<file path="src/pmc_pkg.sv">
// pmc_pkg: constants for the manufacturer command register bank.
// assumes a command-code/word register port driven by the pmbus front end.
package pmc_pkg;
    // ==========================================
    // command codes
    localparam logic [7:0] CMD_MODEL_TEXT     = 8'h9A;
    localparam logic [7:0] CMD_REVISION_TEXT  = 8'h9B;
    localparam logic [7:0] CMD_DATE_TEXT      = 8'h9D;
    localparam logic [7:0] CMD_MIN_VOUT_LIMIT = 8'hA4;
    localparam logic [7:0] CMD_PHASE_OC_LIMIT = 8'hD0;
    localparam logic [7:0] CMD_TELEM_AVG      = 8'hD1;
    localparam logic [7:0] CMD_MEASURED_VOUT  = 8'hD4;
    localparam logic [7:0] CMD_VOUT_TRIM      = 8'hD5;
    // ==========================================
    // fixed fields, arbitrary identity values
    localparam logic [7:0] TEXT_FIXED_LOW     = 8'h5A;
    localparam logic [3:0] REV_FIXED_HIGH     = 4'hA;
    // ==========================================
    // reset values and masks
    localparam logic [7:0] MIN_VOUT_RESET     = 8'h00;
    localparam logic [3:0] OC_CODE_DEFAULT    = 4'h8;
    localparam logic [7:0] TELEM_AVG_RESET    = 8'h50;
    localparam logic [7:0] TELEM_AVG_MASK     = 8'h73;
    localparam logic [7:0] TRIM_DEFAULT       = 8'h00;
    localparam logic [7:0] TEXT_HIGH_DEFAULT  = 8'h00;
    // ==========================================
    // overcurrent mapping, amps
    localparam logic [6:0] OC_BASE_AMPS       = 7'd24;
    localparam logic [6:0] OC_STEP_AMPS       = 7'd3;
    // trim lsb in mV per protocol
    localparam logic [3:0] TRIM_LSB_MV_A      = 4'd5;
    localparam logic [3:0] TRIM_LSB_MV_B      = 4'd10;
    // measured vout exponent
    localparam int         VOUT_EXPONENT      = -9;
    // ==========================================
    // status bit positions
    localparam int         STAT_BYTE_OTHER    = 0;
    localparam int         STAT_WORD_VOUT     = 15;
    localparam int         STAT_VOUT_MIN_WARN = 3;
endpackage : pmc_pkg

</file>
<file path="src/pmc_mfr_regs.sv">
// pmc_mfr_regs: manufacturer command register bank.
// assumes a single-cycle command port from the pmbus front end, one clock.
`timescale 1ns/1ps
module pmc_mfr_regs (
    input  wire logic        CLK,
    input  wire logic        RESET_N,
    input  wire logic        CE,
    input  wire logic [7:0]  CMD_CODE,
    input  wire logic        WR_STB,
    input  wire logic [15:0] WR_DATA,
    input  wire logic        RD_STB,
    output logic      [15:0] RD_DATA,
    output logic             RD_VALID,
    output logic             RD_ERR,
    input  wire logic        VOUT_REQ_STB,
    input  wire logic [7:0]  VOUT_REQ_VID,
    input  wire logic        CLEAR_FAULTS,
    input  wire logic        SLEW_MODE_PIN,
    input  wire logic        SLEW_CFG_PROTO,
    input  wire logic        SLEW_CFG_VALID,
    input  wire logic [3:0]  OVERCURRENT_STRAP_PIN,
    input  wire logic [15:0] MEASURED_VOUT_VALUE,
    output logic      [7:0]  VOUT_CMD_VID,
    output logic             VID_PROTO_SEL,
    output logic      [7:0]  STATUS_BYTE,
    output logic      [15:0] STATUS_WORD,
    output logic      [7:0]  STATUS_VOUT,
    output logic             HOST_ALERT,
    output logic      [6:0]  VALLEY_CURRENT_AMPS,
    output logic      [17:0] PIN_AVG_US,
    output logic      [11:0] IV_AVG_US,
    output logic      [7:0]  VOUT_TRIM_CODE,
    output logic      [3:0]  TRIM_LSB_MV
);
    import pmc_pkg::*;

    // ==========================================
    // synchronisers for pin inputs
    logic [1:0] slew_pin_sync_reg;
    logic [3:0] oc_strap_s1_reg;
    logic [3:0] oc_strap_s2_reg;

    always_ff @(posedge CLK or negedge RESET_N) begin
        if (!RESET_N) begin
            slew_pin_sync_reg <= 2'b00;
            oc_strap_s1_reg   <= 4'h0;
            oc_strap_s2_reg   <= 4'h0;
        end else if (CE) begin
            slew_pin_sync_reg <= {slew_pin_sync_reg[0], SLEW_MODE_PIN};
            oc_strap_s1_reg   <= OVERCURRENT_STRAP_PIN;
            oc_strap_s2_reg   <= oc_strap_s1_reg;
        end
    end

    // ==========================================
    // register state
    logic [7:0] min_vout_reg;
    logic [3:0] oc_code_reg;
    logic       oc_written_reg;
    logic [2:0] pin_avg_reg;
    logic [1:0] iv_avg_reg;
    logic [7:0] trim_reg;
    logic [3:0] rev_field_reg;
    logic [7:0] date_field_reg;
    logic [7:0] model_field_reg;

    function automatic logic wr_hit(input logic [7:0] code);
        return WR_STB && (CMD_CODE == code);
    endfunction : wr_hit

    // minimum limit: lower byte only, no nvm load
    always_ff @(posedge CLK or negedge RESET_N) begin
        if (!RESET_N) begin
            min_vout_reg <= MIN_VOUT_RESET;
        end else if (CE && wr_hit(CMD_MIN_VOUT_LIMIT)) begin
            min_vout_reg <= WR_DATA[7:0];
        end
    end

    // overcurrent code: strap until first write
    always_ff @(posedge CLK or negedge RESET_N) begin
        if (!RESET_N) begin
            oc_code_reg    <= OC_CODE_DEFAULT;
            oc_written_reg <= 1'b0;
        end else if (CE && wr_hit(CMD_PHASE_OC_LIMIT)) begin
            oc_code_reg    <= WR_DATA[3:0];
            oc_written_reg <= 1'b1;
        end
    end

    always_ff @(posedge CLK or negedge RESET_N) begin
        if (!RESET_N) begin
            pin_avg_reg <= TELEM_AVG_RESET[6:4];
            iv_avg_reg  <= TELEM_AVG_RESET[1:0];
        end else if (CE && wr_hit(CMD_TELEM_AVG)) begin
            pin_avg_reg <= WR_DATA[6:4];
            iv_avg_reg  <= WR_DATA[1:0];
        end
    end

    always_ff @(posedge CLK or negedge RESET_N) begin
        if (!RESET_N) begin
            trim_reg <= TRIM_DEFAULT;
        end else if (CE && wr_hit(CMD_VOUT_TRIM)) begin
            trim_reg <= WR_DATA[7:0];
        end
    end

    // text fields: only writable parts stored
    always_ff @(posedge CLK or negedge RESET_N) begin
        if (!RESET_N) begin
            rev_field_reg   <= 4'h0;
            date_field_reg  <= TEXT_HIGH_DEFAULT;
            model_field_reg <= TEXT_HIGH_DEFAULT;
        end else if (CE) begin
            if (wr_hit(CMD_REVISION_TEXT)) begin
                rev_field_reg <= WR_DATA[11:8];
            end
            if (wr_hit(CMD_DATE_TEXT)) begin
                date_field_reg <= WR_DATA[15:8];
            end
            if (wr_hit(CMD_MODEL_TEXT)) begin
                model_field_reg <= WR_DATA[15:8];
            end
        end
    end

    // ==========================================
    // protocol select: config overrides strap
    logic proto_sel;
    assign proto_sel = SLEW_CFG_VALID ? SLEW_CFG_PROTO : slew_pin_sync_reg[1];

    logic [3:0] oc_code_eff;
    assign oc_code_eff = oc_written_reg ? oc_code_reg : oc_strap_s2_reg;

    // ==========================================
    // minimum clamp and warning
    logic [7:0] cmd_vid;
    logic       below_min;

    pmc_vout_guard u_guard (
        .req_vid   (VOUT_REQ_VID),
        .min_vid   (min_vout_reg),
        .cmd_vid   (cmd_vid),
        .below_min (below_min)
    );

    logic [7:0] vout_cmd_reg;
    logic       warn_reg;

    always_ff @(posedge CLK or negedge RESET_N) begin
        if (!RESET_N) begin
            vout_cmd_reg <= MIN_VOUT_RESET;
        end else if (CE && VOUT_REQ_STB) begin
            vout_cmd_reg <= cmd_vid;
        end
    end

    // sticky warning; a new event beats a clear
    always_ff @(posedge CLK or negedge RESET_N) begin
        if (!RESET_N) begin
            warn_reg <= 1'b0;
        end else if (CE) begin
            if (VOUT_REQ_STB && below_min) begin
                warn_reg <= 1'b1;
            end else if (CLEAR_FAULTS) begin
                warn_reg <= 1'b0;
            end
        end
    end

    // ==========================================
    // read mux
    logic [15:0] rd_mux;
    logic        rd_hit;

    always_comb begin
        rd_hit = 1'b1;
        unique case (CMD_CODE)
            CMD_MODEL_TEXT:     rd_mux = {model_field_reg, TEXT_FIXED_LOW};
            CMD_REVISION_TEXT:  rd_mux = {REV_FIXED_HIGH, rev_field_reg, TEXT_FIXED_LOW};
            CMD_DATE_TEXT:      rd_mux = {date_field_reg, TEXT_FIXED_LOW};
            CMD_MIN_VOUT_LIMIT: rd_mux = {8'h00, min_vout_reg};
            CMD_PHASE_OC_LIMIT: rd_mux = {12'h000, oc_code_eff};
            CMD_TELEM_AVG:      rd_mux = {9'h000, pin_avg_reg, 2'b00, iv_avg_reg};
            CMD_MEASURED_VOUT:  rd_mux = MEASURED_VOUT_VALUE;
            CMD_VOUT_TRIM:      rd_mux = {8'h00, trim_reg};
            default: begin
                rd_mux = 16'h0000;
                rd_hit = 1'b0;
            end
        endcase
    end

    always_ff @(posedge CLK or negedge RESET_N) begin
        if (!RESET_N) begin
            RD_DATA  <= 16'h0000;
            RD_VALID <= 1'b0;
            RD_ERR   <= 1'b0;
        end else if (CE) begin
            RD_VALID <= RD_STB;
            RD_ERR   <= RD_STB && !rd_hit;
            if (RD_STB) begin
                RD_DATA <= rd_mux;
            end
        end
    end

    // ==========================================
    // decoded outputs, all registered
    logic [17:0] pin_us;
    logic [11:0] iv_us;

    pmc_avg_decode u_avg (
        .pin_code   (pin_avg_reg),
        .iv_code    (iv_avg_reg),
        .pin_avg_us (pin_us),
        .iv_avg_us  (iv_us)
    );

    always_ff @(posedge CLK or negedge RESET_N) begin
        if (!RESET_N) begin
            VOUT_CMD_VID        <= 8'h00;
            VID_PROTO_SEL       <= 1'b0;
            STATUS_BYTE         <= 8'h00;
            STATUS_WORD         <= 16'h0000;
            STATUS_VOUT         <= 8'h00;
            HOST_ALERT          <= 1'b0;
            VALLEY_CURRENT_AMPS <= OC_BASE_AMPS;
            PIN_AVG_US          <= 18'd0;
            IV_AVG_US           <= 12'd0;
            VOUT_TRIM_CODE      <= 8'h00;
            TRIM_LSB_MV         <= TRIM_LSB_MV_A;
        end else if (CE) begin
            VOUT_CMD_VID        <= vout_cmd_reg;
            VID_PROTO_SEL       <= proto_sel;
            STATUS_BYTE         <= 8'(warn_reg) << STAT_BYTE_OTHER;
            STATUS_WORD         <= 16'(warn_reg) << STAT_WORD_VOUT;
            STATUS_VOUT         <= 8'(warn_reg) << STAT_VOUT_MIN_WARN;
            HOST_ALERT          <= warn_reg;
            VALLEY_CURRENT_AMPS <= OC_BASE_AMPS + OC_STEP_AMPS * {3'b000, oc_code_eff};
            PIN_AVG_US          <= pin_us;
            IV_AVG_US           <= iv_us;
            VOUT_TRIM_CODE      <= trim_reg;
            TRIM_LSB_MV         <= proto_sel ? TRIM_LSB_MV_B : TRIM_LSB_MV_A;
        end
    end
endmodule : pmc_mfr_regs

</file>
<file path="src/pmc_avg_decode.sv">
// pmc_avg_decode: averaging window lengths in microseconds.
// assumes codes come from the telemetry averaging register.
`timescale 1ns/1ps
module pmc_avg_decode (
    input  wire logic [2:0]  pin_code,
    input  wire logic [1:0]  iv_code,
    output logic      [17:0] pin_avg_us,
    output logic      [11:0] iv_avg_us
);
    import pmc_pkg::*;
    // ==========================================
    // input power window, zero means bypass
    always_comb begin
        unique case (pin_code)
            3'd0: pin_avg_us = 18'd0;
            3'd1: pin_avg_us = 18'd2000;
            3'd2: pin_avg_us = 18'd5500;
            3'd3: pin_avg_us = 18'd11500;
            3'd4: pin_avg_us = 18'd19000;
            3'd5: pin_avg_us = 18'd50000;
            3'd6: pin_avg_us = 18'd100000;
            3'd7: pin_avg_us = 18'd225000;
        endcase
    end
    // current and voltage window
    always_comb begin
        unique case (iv_code)
            2'd0: iv_avg_us = 12'd0;
            2'd1: iv_avg_us = 12'd500;
            2'd2: iv_avg_us = 12'd1000;
            2'd3: iv_avg_us = 12'd2500;
        endcase
    end
endmodule : pmc_avg_decode

</file>
<file path="src/pmc_vout_guard.sv">
// pmc_vout_guard: clamps requested vid against the minimum limit.
// assumes vid codes rise with voltage in both protocols.
`timescale 1ns/1ps
module pmc_vout_guard (
    input  wire logic [7:0] req_vid,
    input  wire logic [7:0] min_vid,
    output logic      [7:0] cmd_vid,
    output logic            below_min
);
    import pmc_pkg::*;
    // ==========================================
    // clamp and warn: minimum commanded instead
    always_comb begin
        below_min = (req_vid < min_vid);
        cmd_vid   = below_min ? min_vid : req_vid;
    end
endmodule : pmc_vout_guard

</file>
<file path="config.mk">
export PLATFORM = sky130hd
export DESIGN_NAME = pmc_mfr_regs
export DESIGN_NICKNAME = d
export VERILOG_FILES = /design/src/pmc_pkg.sv /design/src/pmc_mfr_regs.sv /design/src/pmc_avg_decode.sv /design/src/pmc_vout_guard.sv
export SDC_FILE = /design/constraint.sdc
export NUM_CORES = 1
export LEC_CHECK = 0
export BUFFER_PORTS_ARGS = -buffer_cell sky130_fd_sc_hd__buf_2
export CAP_MARGIN = 25
export CELL_PAD_IN_SITES_DETAIL_PLACEMENT = 1
export CELL_PAD_IN_SITES_GLOBAL_PLACEMENT = 1
export CORE_MARGIN = 3
export CORE_UTILIZATION = 43
export CTS_CLUSTER_DIAMETER = 30
export DETAILED_ROUTE_END_ITERATION = 8
export PLACE_DENSITY_LB_ADDON = 0.1
export SLEW_MARGIN = 20
export SYNTH_ARGS = -nofsm -noshare
export SYNTH_HDL_FRONTEND = slang
export SYNTH_HIERARCHICAL = 1
export SYNTH_SLANG_ARGS = --single-unit
</file>
<file path="constraint.sdc">
create_clock -name CLK -period 2.9 [get_ports CLK]
set_input_delay 0.29 -clock CLK [delete_from_list [all_inputs] [get_ports CLK]]
set_output_delay 0.29 -clock CLK [all_outputs]
set_load 0.005 [all_outputs]
</file>
==> impl_metrics.py, run 1 <==
metrics = {
    "run_status": {
        "outcome": "complete, no violations",
    },
    "pwr": {
        "clock_power_share": 0.423,
        "ir_worst_vdd_mv": 0.399,
        "power.share.combinational": 0.130,
        "internal_power_w": 0.00371,
        "seq_power_share": 0.446,
        "leak_nw": 4.15,
        "design_power_total_w": 0.00494,
        "sw_frac_of_total": 0.249,
        "switchingPower_w": 0.00123,
        "power-per-cell-area_mw_per_mm2": 597,
    },
    "setup_path": {
        "r2r_start": "oc_written_reg",
        "critPathLaunch": "oc_written_reg",
        "ff2ff_path_depth": 7,
        "timing.setup.critical_path_class": "register to register",
        "end_kind": "register",
        "crit_path_end": "VALLEY_CURRENT_AMPS[6]",
        "reg2reg_to": "VALLEY_CURRENT_AMPS[6]",
        "crit_arrival_ns": 2.66,
        "timing.critical_path.required_ns": 3.20,
        "start_kind": "register",
        "r2r_slack_ns": 0.54,
        "critical_path.max_fanout": 5,
    },
    "drt": {
        "drt.antenna.violating_nets": 0,
        "detail_route.iter0.violations": 171,
        "drt_drc_violations_left": 0,
        "post_drt_via_cell_ratio": 5.10,
        "totalWireLength_mm": 16.7,
        "detail_route.wl_per_cell_um": 18.4,
        "via_count": 4627,
        "detailedRoute.firstPassIterationCount": 4,
    },
    "grt": {
        "grt_pass1_vias": 4965,
        "largest_net_degree_at_the_start_of_global_routing": 70,
        "grt.total_usage": 0.194,
        "grt_first_pass_wirelength_mm": 26.8,
        "grt-ovfl-total": 0,
        "antenna_violations_before_repair": 0,
    },
    "placement": {
        "place_hpwl_mm": 12.5,
        "gp_routability_congestion": 0.786,
        "numPortBuffers": 141,
    },
    "synth": {
        "edff_count_synth": 0,
        "synth-async-reset-ratio": 1.00,
        "synth.ff_latch_count": 139,
        "synthesis.area_per_instance_um2": 12.8,
        "post_synth_instance_area_mm2": 0.00692,
        "yosys_warnings": 6,
        "yosys_most_used_dff": "dfrtp_1",
        "post_synth_num_cell_types": 64,
        "synth-seq-area-share": 0.504,
        "synthesis.instances": 541,
    },
    "floorplanning": {
        "fp.dieArea_mm2": 0.0176,
        "fp.dieW_um": 133,
        "core_mm2": 0.0155,
        "start_util": 0.447,
        "num_rows": 45,
        "die_y_um": 133,
        "io_pins": 171,
    },
    "clocking": {
        "clk_latency_worst_skew_pair_ns": 0.41,
        "clockBufferDepth": 2,
        "cts_tree": "built",
        "cts_made_buffers": 17,
        "htree_num_levels": 4,
        "cts_repair_resize_count": 0,
        "cts.root.buffer_cell": "clkbuf_16",
        "clkSinkCount": 139,
        "clkSlewWorstSetupHoldPaths_ns": 0.06,
    },
    "timing": {
        "timing.slew.headroom": 0.548,
        "report.final.hold_viol_count": 0,
        "timing.final.max_slew_violations": 0,
        "rsz0062_at_grt": "no",
        "worst_slew_pin_slew_ns": 0.672,
        "setup_viol_count_final": 0,
        "min_period_over_period": 0.813,
        "max_clock_freq_ghz": 0.424,
        "shortest_clock_period_the_worst_path_allows_after_layout_ns": 2.36,
        "finClkSkew_ns": 0.00529,
        "fin_tns_setup_ns": 0,
    },
    "cells_and_area": {
        "number_of_flip_flops_under_the_largest_register_name": 18,
        "fillCellCount": 1644,
        "layout_top_registers": "PIN_AVG_US x18, RD_DATA x16, IV_AVG_US x12",
        "largest_register": "PIN_AVG_US",
        "final_core_util": 0.534,
        "drive_gt1_frac": 0.476,
        "n_antenna_cell": 0,
        "fin_nets": 770,
        "syn_to_final_growth_pct": 19.5,
    },
    "min_path": {
        "worst_min_delay_path_category": "input port to register",
    },
    "job": {
        "max_cap_viol_count": 0,
    },
}
layout make-up:
| type | instances | area [µm²] | area share |
|---|---|---|---|
| timing repair buffer | 153 | 807 | 0.0976 |
| multi-input combinational | 352 | 3060 | 0.371 |
| sequential | 139 | 3490 | 0.422 |
| tap | 211 | 264 | 0.0319 |
| clock buffer | 20 | 447 | 0.0540 |
| inverter | 20 | 75.1 | 0.00908 |
| clock inverter | 12 | 124 | 0.0150 |
critical path, cell delays in order, from the launching register on:
cell and delay (ns):
dfrtp_1 0.45, mux2_2 0.42, ha_1 0.31, ha_1 0.23, fa_1 0.42, nor2_1 0.11, nor2_1 0.06, mux2_2 0.26
layer usage:
metal	GRT usage	routed length, µm	up-vias
met5	0	0	-
met4	0.0652	260	0
met3	0.0487	775	21
met2	0.320	8180	121
met1	0.250	7520	2355
li1	-	-	2130
logic make-up (layout without fill, tap and decap cells):
group           count (synthesis)  in the layout  synth area share
compound gates                 66             66            0.0743
flops                         139            139             0.504
mux                           137            137             0.224
fa+ha+maj                      25             25            0.0474
xor+xnor                        2              2           0.00253
simple gates                   88             88            0.0756
buf+inv                        82            205            0.0709
other cells                     2             34           0.00109
synthesized netlist by cell type (3+ instances only):
library cell  count  area [µm²]
nand3_1           4        20.0
a21oi_1           9        45.0
nand2b_1          9        56.3
mux2i_1          10         100
o22a_1            3        26.3
o21a_1            3        22.5
a32oi_1           3        26.3
ha_1             23         288
o211ai_1          4        30.0
o2bb2ai_1         6        52.6
a221oi_1          7        61.3
dfrtp_1         133        3330
dfstp_2           6         158
o21ai_0           8        40.0
buf_4            44         330
and2_1            4        25.0
mux2_2          123        1390
nand2_1          17        63.8
a22oi_1           7        52.6
inv_1            19        71.3
clkbuf_1         13        48.8
mux2_4            3        45.0
nand4_1           3        18.8
nor2_1           29         109
power groups by stage:
stage          registers [W]  clock network [W]  logic, W
2_1_floorplan        0.00223                  0  0.000390
3_3_place_gp         0.00223                  0  0.000632
3_5_place_dp         0.00224                  0  0.000654
4_1_cts              0.00221            0.00214  0.000658
5_1_grt              0.00223            0.00224  0.000723
6_report             0.00220            0.00209  0.000643
cell usage in the layout, fill, tap and decap left out, drive strengths merged, types with 3 or more instances in the layout:
cell type  instances
clkinvlp           4
nor3b              3
o211ai             4
nand2             17
a21oi              9
clkinv             6
ha                23
a32oi              3
and2               4
o2bb2ai            6
nand3              5
nand4              3
dfstp              6
conb              34
a22oi              7
buf              152
a221oi             7
dfrtp            133
o22a               3
o21a               3
mux2i             10
nand2b             9
o21ai             10
clkbuf            20
o31ai              3
nor2              31
or2                3
inv               20
mux2             126
what timing repair did:
| item | CTS | global route |
|---|---|---|
| buffers inserted | 0 | 0 |
| endpoints found under the setup margin | 0 | 0 |
| hold buffers | 1 | 0 |
| endpoints found under the hold margin | 63 | 0 |
metrics by stage:
stage	worst slack, ns	hold WS [ns]	instances	cell area (µm²)
CTS	0.523	0.0823	907	8270
detailed placement	0.544	0.336	874	7680
finish	0.542	0.109	907	8270
global route	0.411	0.0945	907	8270
floorplan	0.684	-0.00559	573	7040
global placement	0.628	0.331	874	7680
worst min path at each step:
stage / cells after the start / endpoint / start
after floorplan: 0 / HOST_ALERT / RESET_N
after global placement: 1 / VOUT_CMD_VID[1] / RESET_N
after detailed placement: 1 / VOUT_CMD_VID[3] / RESET_N
after CTS: 2 / slew_pin_sync_reg[0] / SLEW_MODE_PIN
after global routing: 2 / slew_pin_sync_reg[0] / SLEW_MODE_PIN
final: 2 / slew_pin_sync_reg[0] / SLEW_MODE_PIN
Power figures use the tool's default switching activity.
==> run 2: changes to the inputs <==
CORE_UTILIZATION = 39   (was 43)
clock period = 1.9 ns   (was 2.9 ns; I/O delays follow)
==> impl_metrics.py, run 2 (same netlist as run 1, synthesis figures left out) <==
metrics = {
    "run_status": {
        "outcome": "finished with violations",
        "violations": "negative setup slack",
    },
    "timing": {
        "worst_slew_pin_slew_ns": 0.527,
        "rsz0062_at_grt": "yes",
        "finClkSkew_ns": 0.00758,
        "setup_slack_ns": -0.163,
        "timing.final.max_slew_violations": 0,
        "timing.slew.headroom": 0.649,
        "report.final.hold_viol_count": 0,
        "min_period_over_period": 1.09,
        "max_clock_freq_ghz": 0.485,
        "shortest_clock_period_the_worst_path_allows_after_layout_ns": 2.06,
        "setup_viol_count_final": 12,
    },
    "floorplanning": {
        "num_rows": 48,
        "fp.dieArea_mm2": 0.0194,
        "core_mm2": 0.0174,
        "die_y_um": 139,
        "fp.dieW_um": 139,
        "start_util": 0.399,
        "io_pins": 171,
    },
    "clocking": {
        "clk_latency_worst_skew_pair_ns": 0.42,
        "cts_made_buffers": 17,
        "htree_num_levels": 4,
        "cts.root.buffer_cell": "clkbuf_16",
        "clkSlewWorstSetupHoldPaths_ns": 0.06,
        "clkSinkCount": 139,
        "clockBufferDepth": 2,
        "cts_tree": "built",
    },
    "grt": {
        "largest_net_degree_at_the_start_of_global_routing": 71,
        "grt.total_usage": 0.189,
        "grt-ovfl-total": 0,
        "grt_pass1_vias": 5167,
        "grt_first_pass_wirelength_mm": 28.5,
        "antenna_violations_before_repair": 1,
    },
    "drt": {
        "totalWireLength_mm": 18.0,
        "drt.antenna.violating_nets": 0,
        "via_count": 4797,
        "detail_route.wl_per_cell_um": 18.5,
        "detailedRoute.firstPassIterationCount": 6,
        "post_drt_via_cell_ratio": 4.94,
        "detail_route.iter0.violations": 123,
        "drt_drc_violations_left": 0,
    },
    "placement": {
        "placedCellCount": 920,
        "numPortBuffers": 141,
        "post_dp_cell_area_mm2": 0.00808,
        "dp_worst_setup_slack_ns": -0.204,
        "place_hpwl_mm": 13.4,
        "gp_routability_congestion": 0.782,
    },
    "min_path": {
        "worst_min_delay_path_category": "input port to register",
    },
    "cells_and_area": {
        "layout_common_cells": "buf_2 (139), dfrtp_1 (132), mux2_2 (109), buf_4 (46), conb_1 (34)",
        "finish.cell_count_without_fillers": 971,
        "postLayoutCellArea_mm2": 0.00890,
        "number_of_flip_flops_under_the_largest_register_name": 18,
        "mostFrequentLayoutCell": "buf_2",
        "fin_nets": 820,
        "final_core_util": 0.513,
        "area_used_by_multi_input_combinational_logic_mm2": 0.00322,
        "layout_top_registers": "PIN_AVG_US x18, RD_DATA x16, IV_AVG_US x12",
        "n_antenna_cell": 0,
        "drive_gt1_frac": 0.525,
        "fillCellCount": 1874,
        "syn_to_final_growth_pct": 28.6,
        "largest_register": "PIN_AVG_US",
        "register_area_mm2": 0.00349,
    },
    "setup_path": {
        "crit_arrival_ns": 2.36,
        "r2r_start": "min_vout_reg[4]",
        "end_kind": "register",
        "start_kind": "register",
        "timing.critical_path.required_ns": 2.20,
        "critPathLaunch": "min_vout_reg[4]",
        "ff2ff_path_depth": 7,
        "crit_path_end": "vout_cmd_reg[6]",
        "r2r_slack_ns": -0.16,
        "timing.setup.critical_path_class": "register to register",
        "critical_path.max_fanout": 3,
        "reg2reg_to": "vout_cmd_reg[6]",
    },
    "pwr": {
        "power-per-cell-area_mw_per_mm2": 879,
        "leak_nw": 4.48,
        "ir_worst_vdd_mv": 0.637,
        "design_power_total_w": 0.00782,
    },
    "job": {
        "max_cap_viol_count": 0,
    },
}
[run 2: worst min path at each step]
stage	from	end	slack [ns]	depth (start not counted)
floorplan	RESET_N	HOST_ALERT	-0.11	0
detailed placement	RESET_N	VOUT_CMD_VID[2]	0.18	1
finish	WR_DATA[10]	model_field_reg[2]	0.02	2
CTS	WR_DATA[10]	model_field_reg[2]	0.004	2
global placement	RESET_N	VOUT_CMD_VID[1]	0.17	1
global route	WR_DATA[10]	date_field_reg[2]	0.01	2
[run 2: repair_timing]
action	CTS	global route
buffers inserted	6	5
hold buffers	9	0
setup endpoints to repair	13	13
resized for setup	11	9
endpoints found under the hold margin	56	0
pin swaps	11	8
[run 2: worst max-delay path: stages, from the launching register on]
cell and delay (ns):
dfrtp_1 0.37, inv_1 0.06, ha_1 0.28, nand4_1 0.15
o31ai_4 0.34, buf_6 0.17, mux2_4 0.29, mux2_4 0.27
[run 2: layout make-up]
| class | instances | area share |
|---|---|---|
| clock buffers | 18 | 0.0482 |
| clock inverters | 14 | 0.0167 |
| inverters | 20 | 0.00844 |
| multi-input cells | 352 | 0.362 |
| flip-flops and latches | 139 | 0.392 |
| well taps | 225 | 0.0316 |
| repair buffers | 203 | 0.141 |
[run 2: stage by stage]
step / hold slack, ns / TNS (ns)
6_report: 0.0226 / -1.50
5_1_grt: 0.0111 / -2.66
4_1_cts: 0.00432 / -1.55
3_5_place_dp: 0.177 / -1.37
3_3_place_gp: 0.171 / -0.873
2_1_floorplan: -0.106 / -1.06
[run 2: metal layers]
| layer | vias to the layer above | track usage | routed length, µm |
|---|---|---|---|
| met4 | 2 | 0.0525 | 200 |
| met2 | 120 | 0.319 | 9030 |
| li1 | 2241 | - | - |
| met3 | 15 | 0.0538 | 905 |
| met5 | - | 0 | 13 |
| met1 | 2419 | 0.238 | 7850 |
[run 2: report_power, final]
group | internal [W] | switching (W) | leakage, nW
clock network | 0.00193 | 0.00132 | 0.272
registers | 0.00322 | 0.000139 | 1.82
logic | 0.000648 | 0.000563 | 2.39
total | 0.00580 | 0.00202 | 4.48
==> run 3: changes to the inputs <==
CORE_UTILIZATION = 40   (was 39)
CTS_BUF_LIST = sky130_fd_sc_hd__clkbuf_4   (was default)
==> impl_metrics.py, run 3 (same netlist as run 1, synthesis figures left out) <==
metrics = {
    "run_status": {
        "outcome": "finished with violations",
        "violations": "negative setup slack",
    },
    "pwr": {
        "power-per-cell-area_mw_per_mm2": 772,
        "ir_worst_vdd_mv": 0.350,
        "design_power_total_w": 0.00686,
        "leak_nw": 4.47,
    },
    "drt": {
        "drt_drc_violations_left": 0,
        "drt.antenna.violating_nets": 0,
        "detail_route.iter0.violations": 145,
        "detailedRoute.firstPassIterationCount": 4,
        "via_count": 4891,
        "totalWireLength_mm": 18.0,
        "detail_route.wl_per_cell_um": 18.2,
        "post_drt_via_cell_ratio": 4.94,
    },
    "grt": {
        "grt_pass1_vias": 5104,
        "largest_net_degree_at_the_start_of_global_routing": 56,
        "grt.total_usage": 0.196,
        "grt_first_pass_wirelength_mm": 28.1,
        "antenna_violations_before_repair": 2,
        "grt-ovfl-total": 0,
    },
    "floorplanning": {
        "io_pins": 171,
        "core_mm2": 0.0168,
        "start_util": 0.413,
        "fp.dieW_um": 138,
        "die_y_um": 138,
        "num_rows": 47,
        "fp.dieArea_mm2": 0.0189,
    },
    "cells_and_area": {
        "number_of_flip_flops_under_the_largest_register_name": 18,
        "layout_top_registers": "PIN_AVG_US x18, RD_DATA x16, IV_AVG_US x12",
        "fin_nets": 844,
        "fillCellCount": 1815,
        "syn_to_final_growth_pct": 28.4,
        "drive_gt1_frac": 0.501,
        "layout_common_cells": "buf_2 (139), dfrtp_1 (132), mux2_2 (110), buf_4 (45), dlygate4sd3_1 (38)",
        "mostFrequentLayoutCell": "buf_2",
        "largest_register": "PIN_AVG_US",
    },
    "setup_path": {
        "timing.setup.critical_path_class": "register to register",
        "end_kind": "register",
        "crit_arrival_ns": 2.51,
        "timing.critical_path.required_ns": 2.32,
        "start_kind": "register",
        "critical_path.max_fanout": 5,
        "ff2ff_path_depth": 7,
    },
    "timing": {
        "fin_tns_setup_ns": -1.18,
        "final.hold.worst_slack_ns": 0.0608,
        "report.final.hold_viol_count": 0,
        "setup_viol_count_final": 13,
        "setup_slack_ns": -0.184,
        "rsz0062_at_grt": "yes",
        "shortest_clock_period_the_worst_path_allows_after_layout_ns": 2.08,
        "finClkSkew_ns": 0.0216,
        "min_period_over_period": 1.10,
        "max_clock_freq_ghz": 0.480,
        "timing.final.max_slew_violations": 0,
    },
    "placement": {
        "numPortBuffers": 141,
        "place_hpwl_mm": 13.5,
        "gp_routability_congestion": 0.820,
        "dp_worst_setup_slack_ns": -0.206,
    },
    "clocking": {
        "cts.root.buffer_cell": "clkbuf_4",
        "cts_made_buffers": 17,
        "clkSinkCount": 139,
        "htree_num_levels": 4,
        "clockBufferDepth": 2,
        "cts_tree": "built",
        "clkSlewWorstSetupHoldPaths_ns": 0.12,
        "clk_latency_worst_skew_pair_ns": 0.53,
    },
    "min_path": {
        "timing.hold.worst_path_depth": 3,
        "worst_min_delay_path_category": "input port to register",
    },
    "job": {
        "max_cap_viol_count": 0,
    },
}
-- run 3: per-stage QoR --
step / instance area, µm² / util / instances
2_1_floorplan: 7120 / - / 573
3_3_place_gp: 8060 / 0.481 / 914
3_5_place_dp: 8060 / 0.481 / 914
4_1_cts: 8830 / 0.527 / 985
5_1_grt: 8880 / 0.530 / 991
6_report: 8880 / 0.530 / 991
-- run 3: final timing paths --
kind                                 start                     end  slack (ns)
hold reg to reg             TRIM_LSB_MV[2]          TRIM_LSB_MV[2]        0.50
max in group asynchronous          RESET_N          pin_avg_reg[2]        1.06
setup reg to reg            oc_written_reg  VALLEY_CURRENT_AMPS[6]       -0.18
min in group asynchronous          RESET_N         VOUT_CMD_VID[1]        0.11
hold / removal             VOUT_REQ_VID[7]         vout_cmd_reg[7]        0.06
setup / recovery            oc_written_reg  VALLEY_CURRENT_AMPS[6]       -0.18
-- run 3: routing by layer --
layer | track usage | up-vias | wire length [µm]
met5 | 0 | - | 9
li1 | - | 2291 | -
met2 | 0.332 | 111 | 9120
met4 | 0.0582 | 2 | 261
met1 | 0.250 | 2467 | 7770
met3 | 0.0446 | 20 | 834
-- run 3: repair_timing --
action,4_1_cts,5_1_grt
endpoints found under the hold margin,201,0
hold buffers,38,0
pin swaps,8,5
buffers inserted,1,5
resized for setup,6,5
endpoints found under the setup margin,13,13
-- run 3: critical path, stage by stage (launching register included) --
cell     delay [ns]
dfrtp_2        0.48
mux2_4         0.35
ha_4           0.25
ha_4           0.16
fa_2           0.36
nor2_2         0.09
nor2_1         0.05
mux2_4         0.25
-- run 3: layout make-up --
cell class | instances | area (µm²) | area share
diodes | 1 | 2.50 | 0.000282
clock inverters | 12 | 196 | 0.0221
clock buffers | 20 | 150 | 0.0169
multi-input cells | 352 | 3190 | 0.359
repair buffers | 227 | 1510 | 0.169
flip-flops and latches | 139 | 3490 | 0.393
well taps | 220 | 275 | 0.0310
inverters | 20 | 75.1 | 0.00845
-- run 3: report_power, final --
group	switching, W	leakage, nW	internal [W]
combinational	0.000556	2.47	0.000666
clock	0.00107	0.179	0.00122
sequential	0.000134	1.82	0.00321
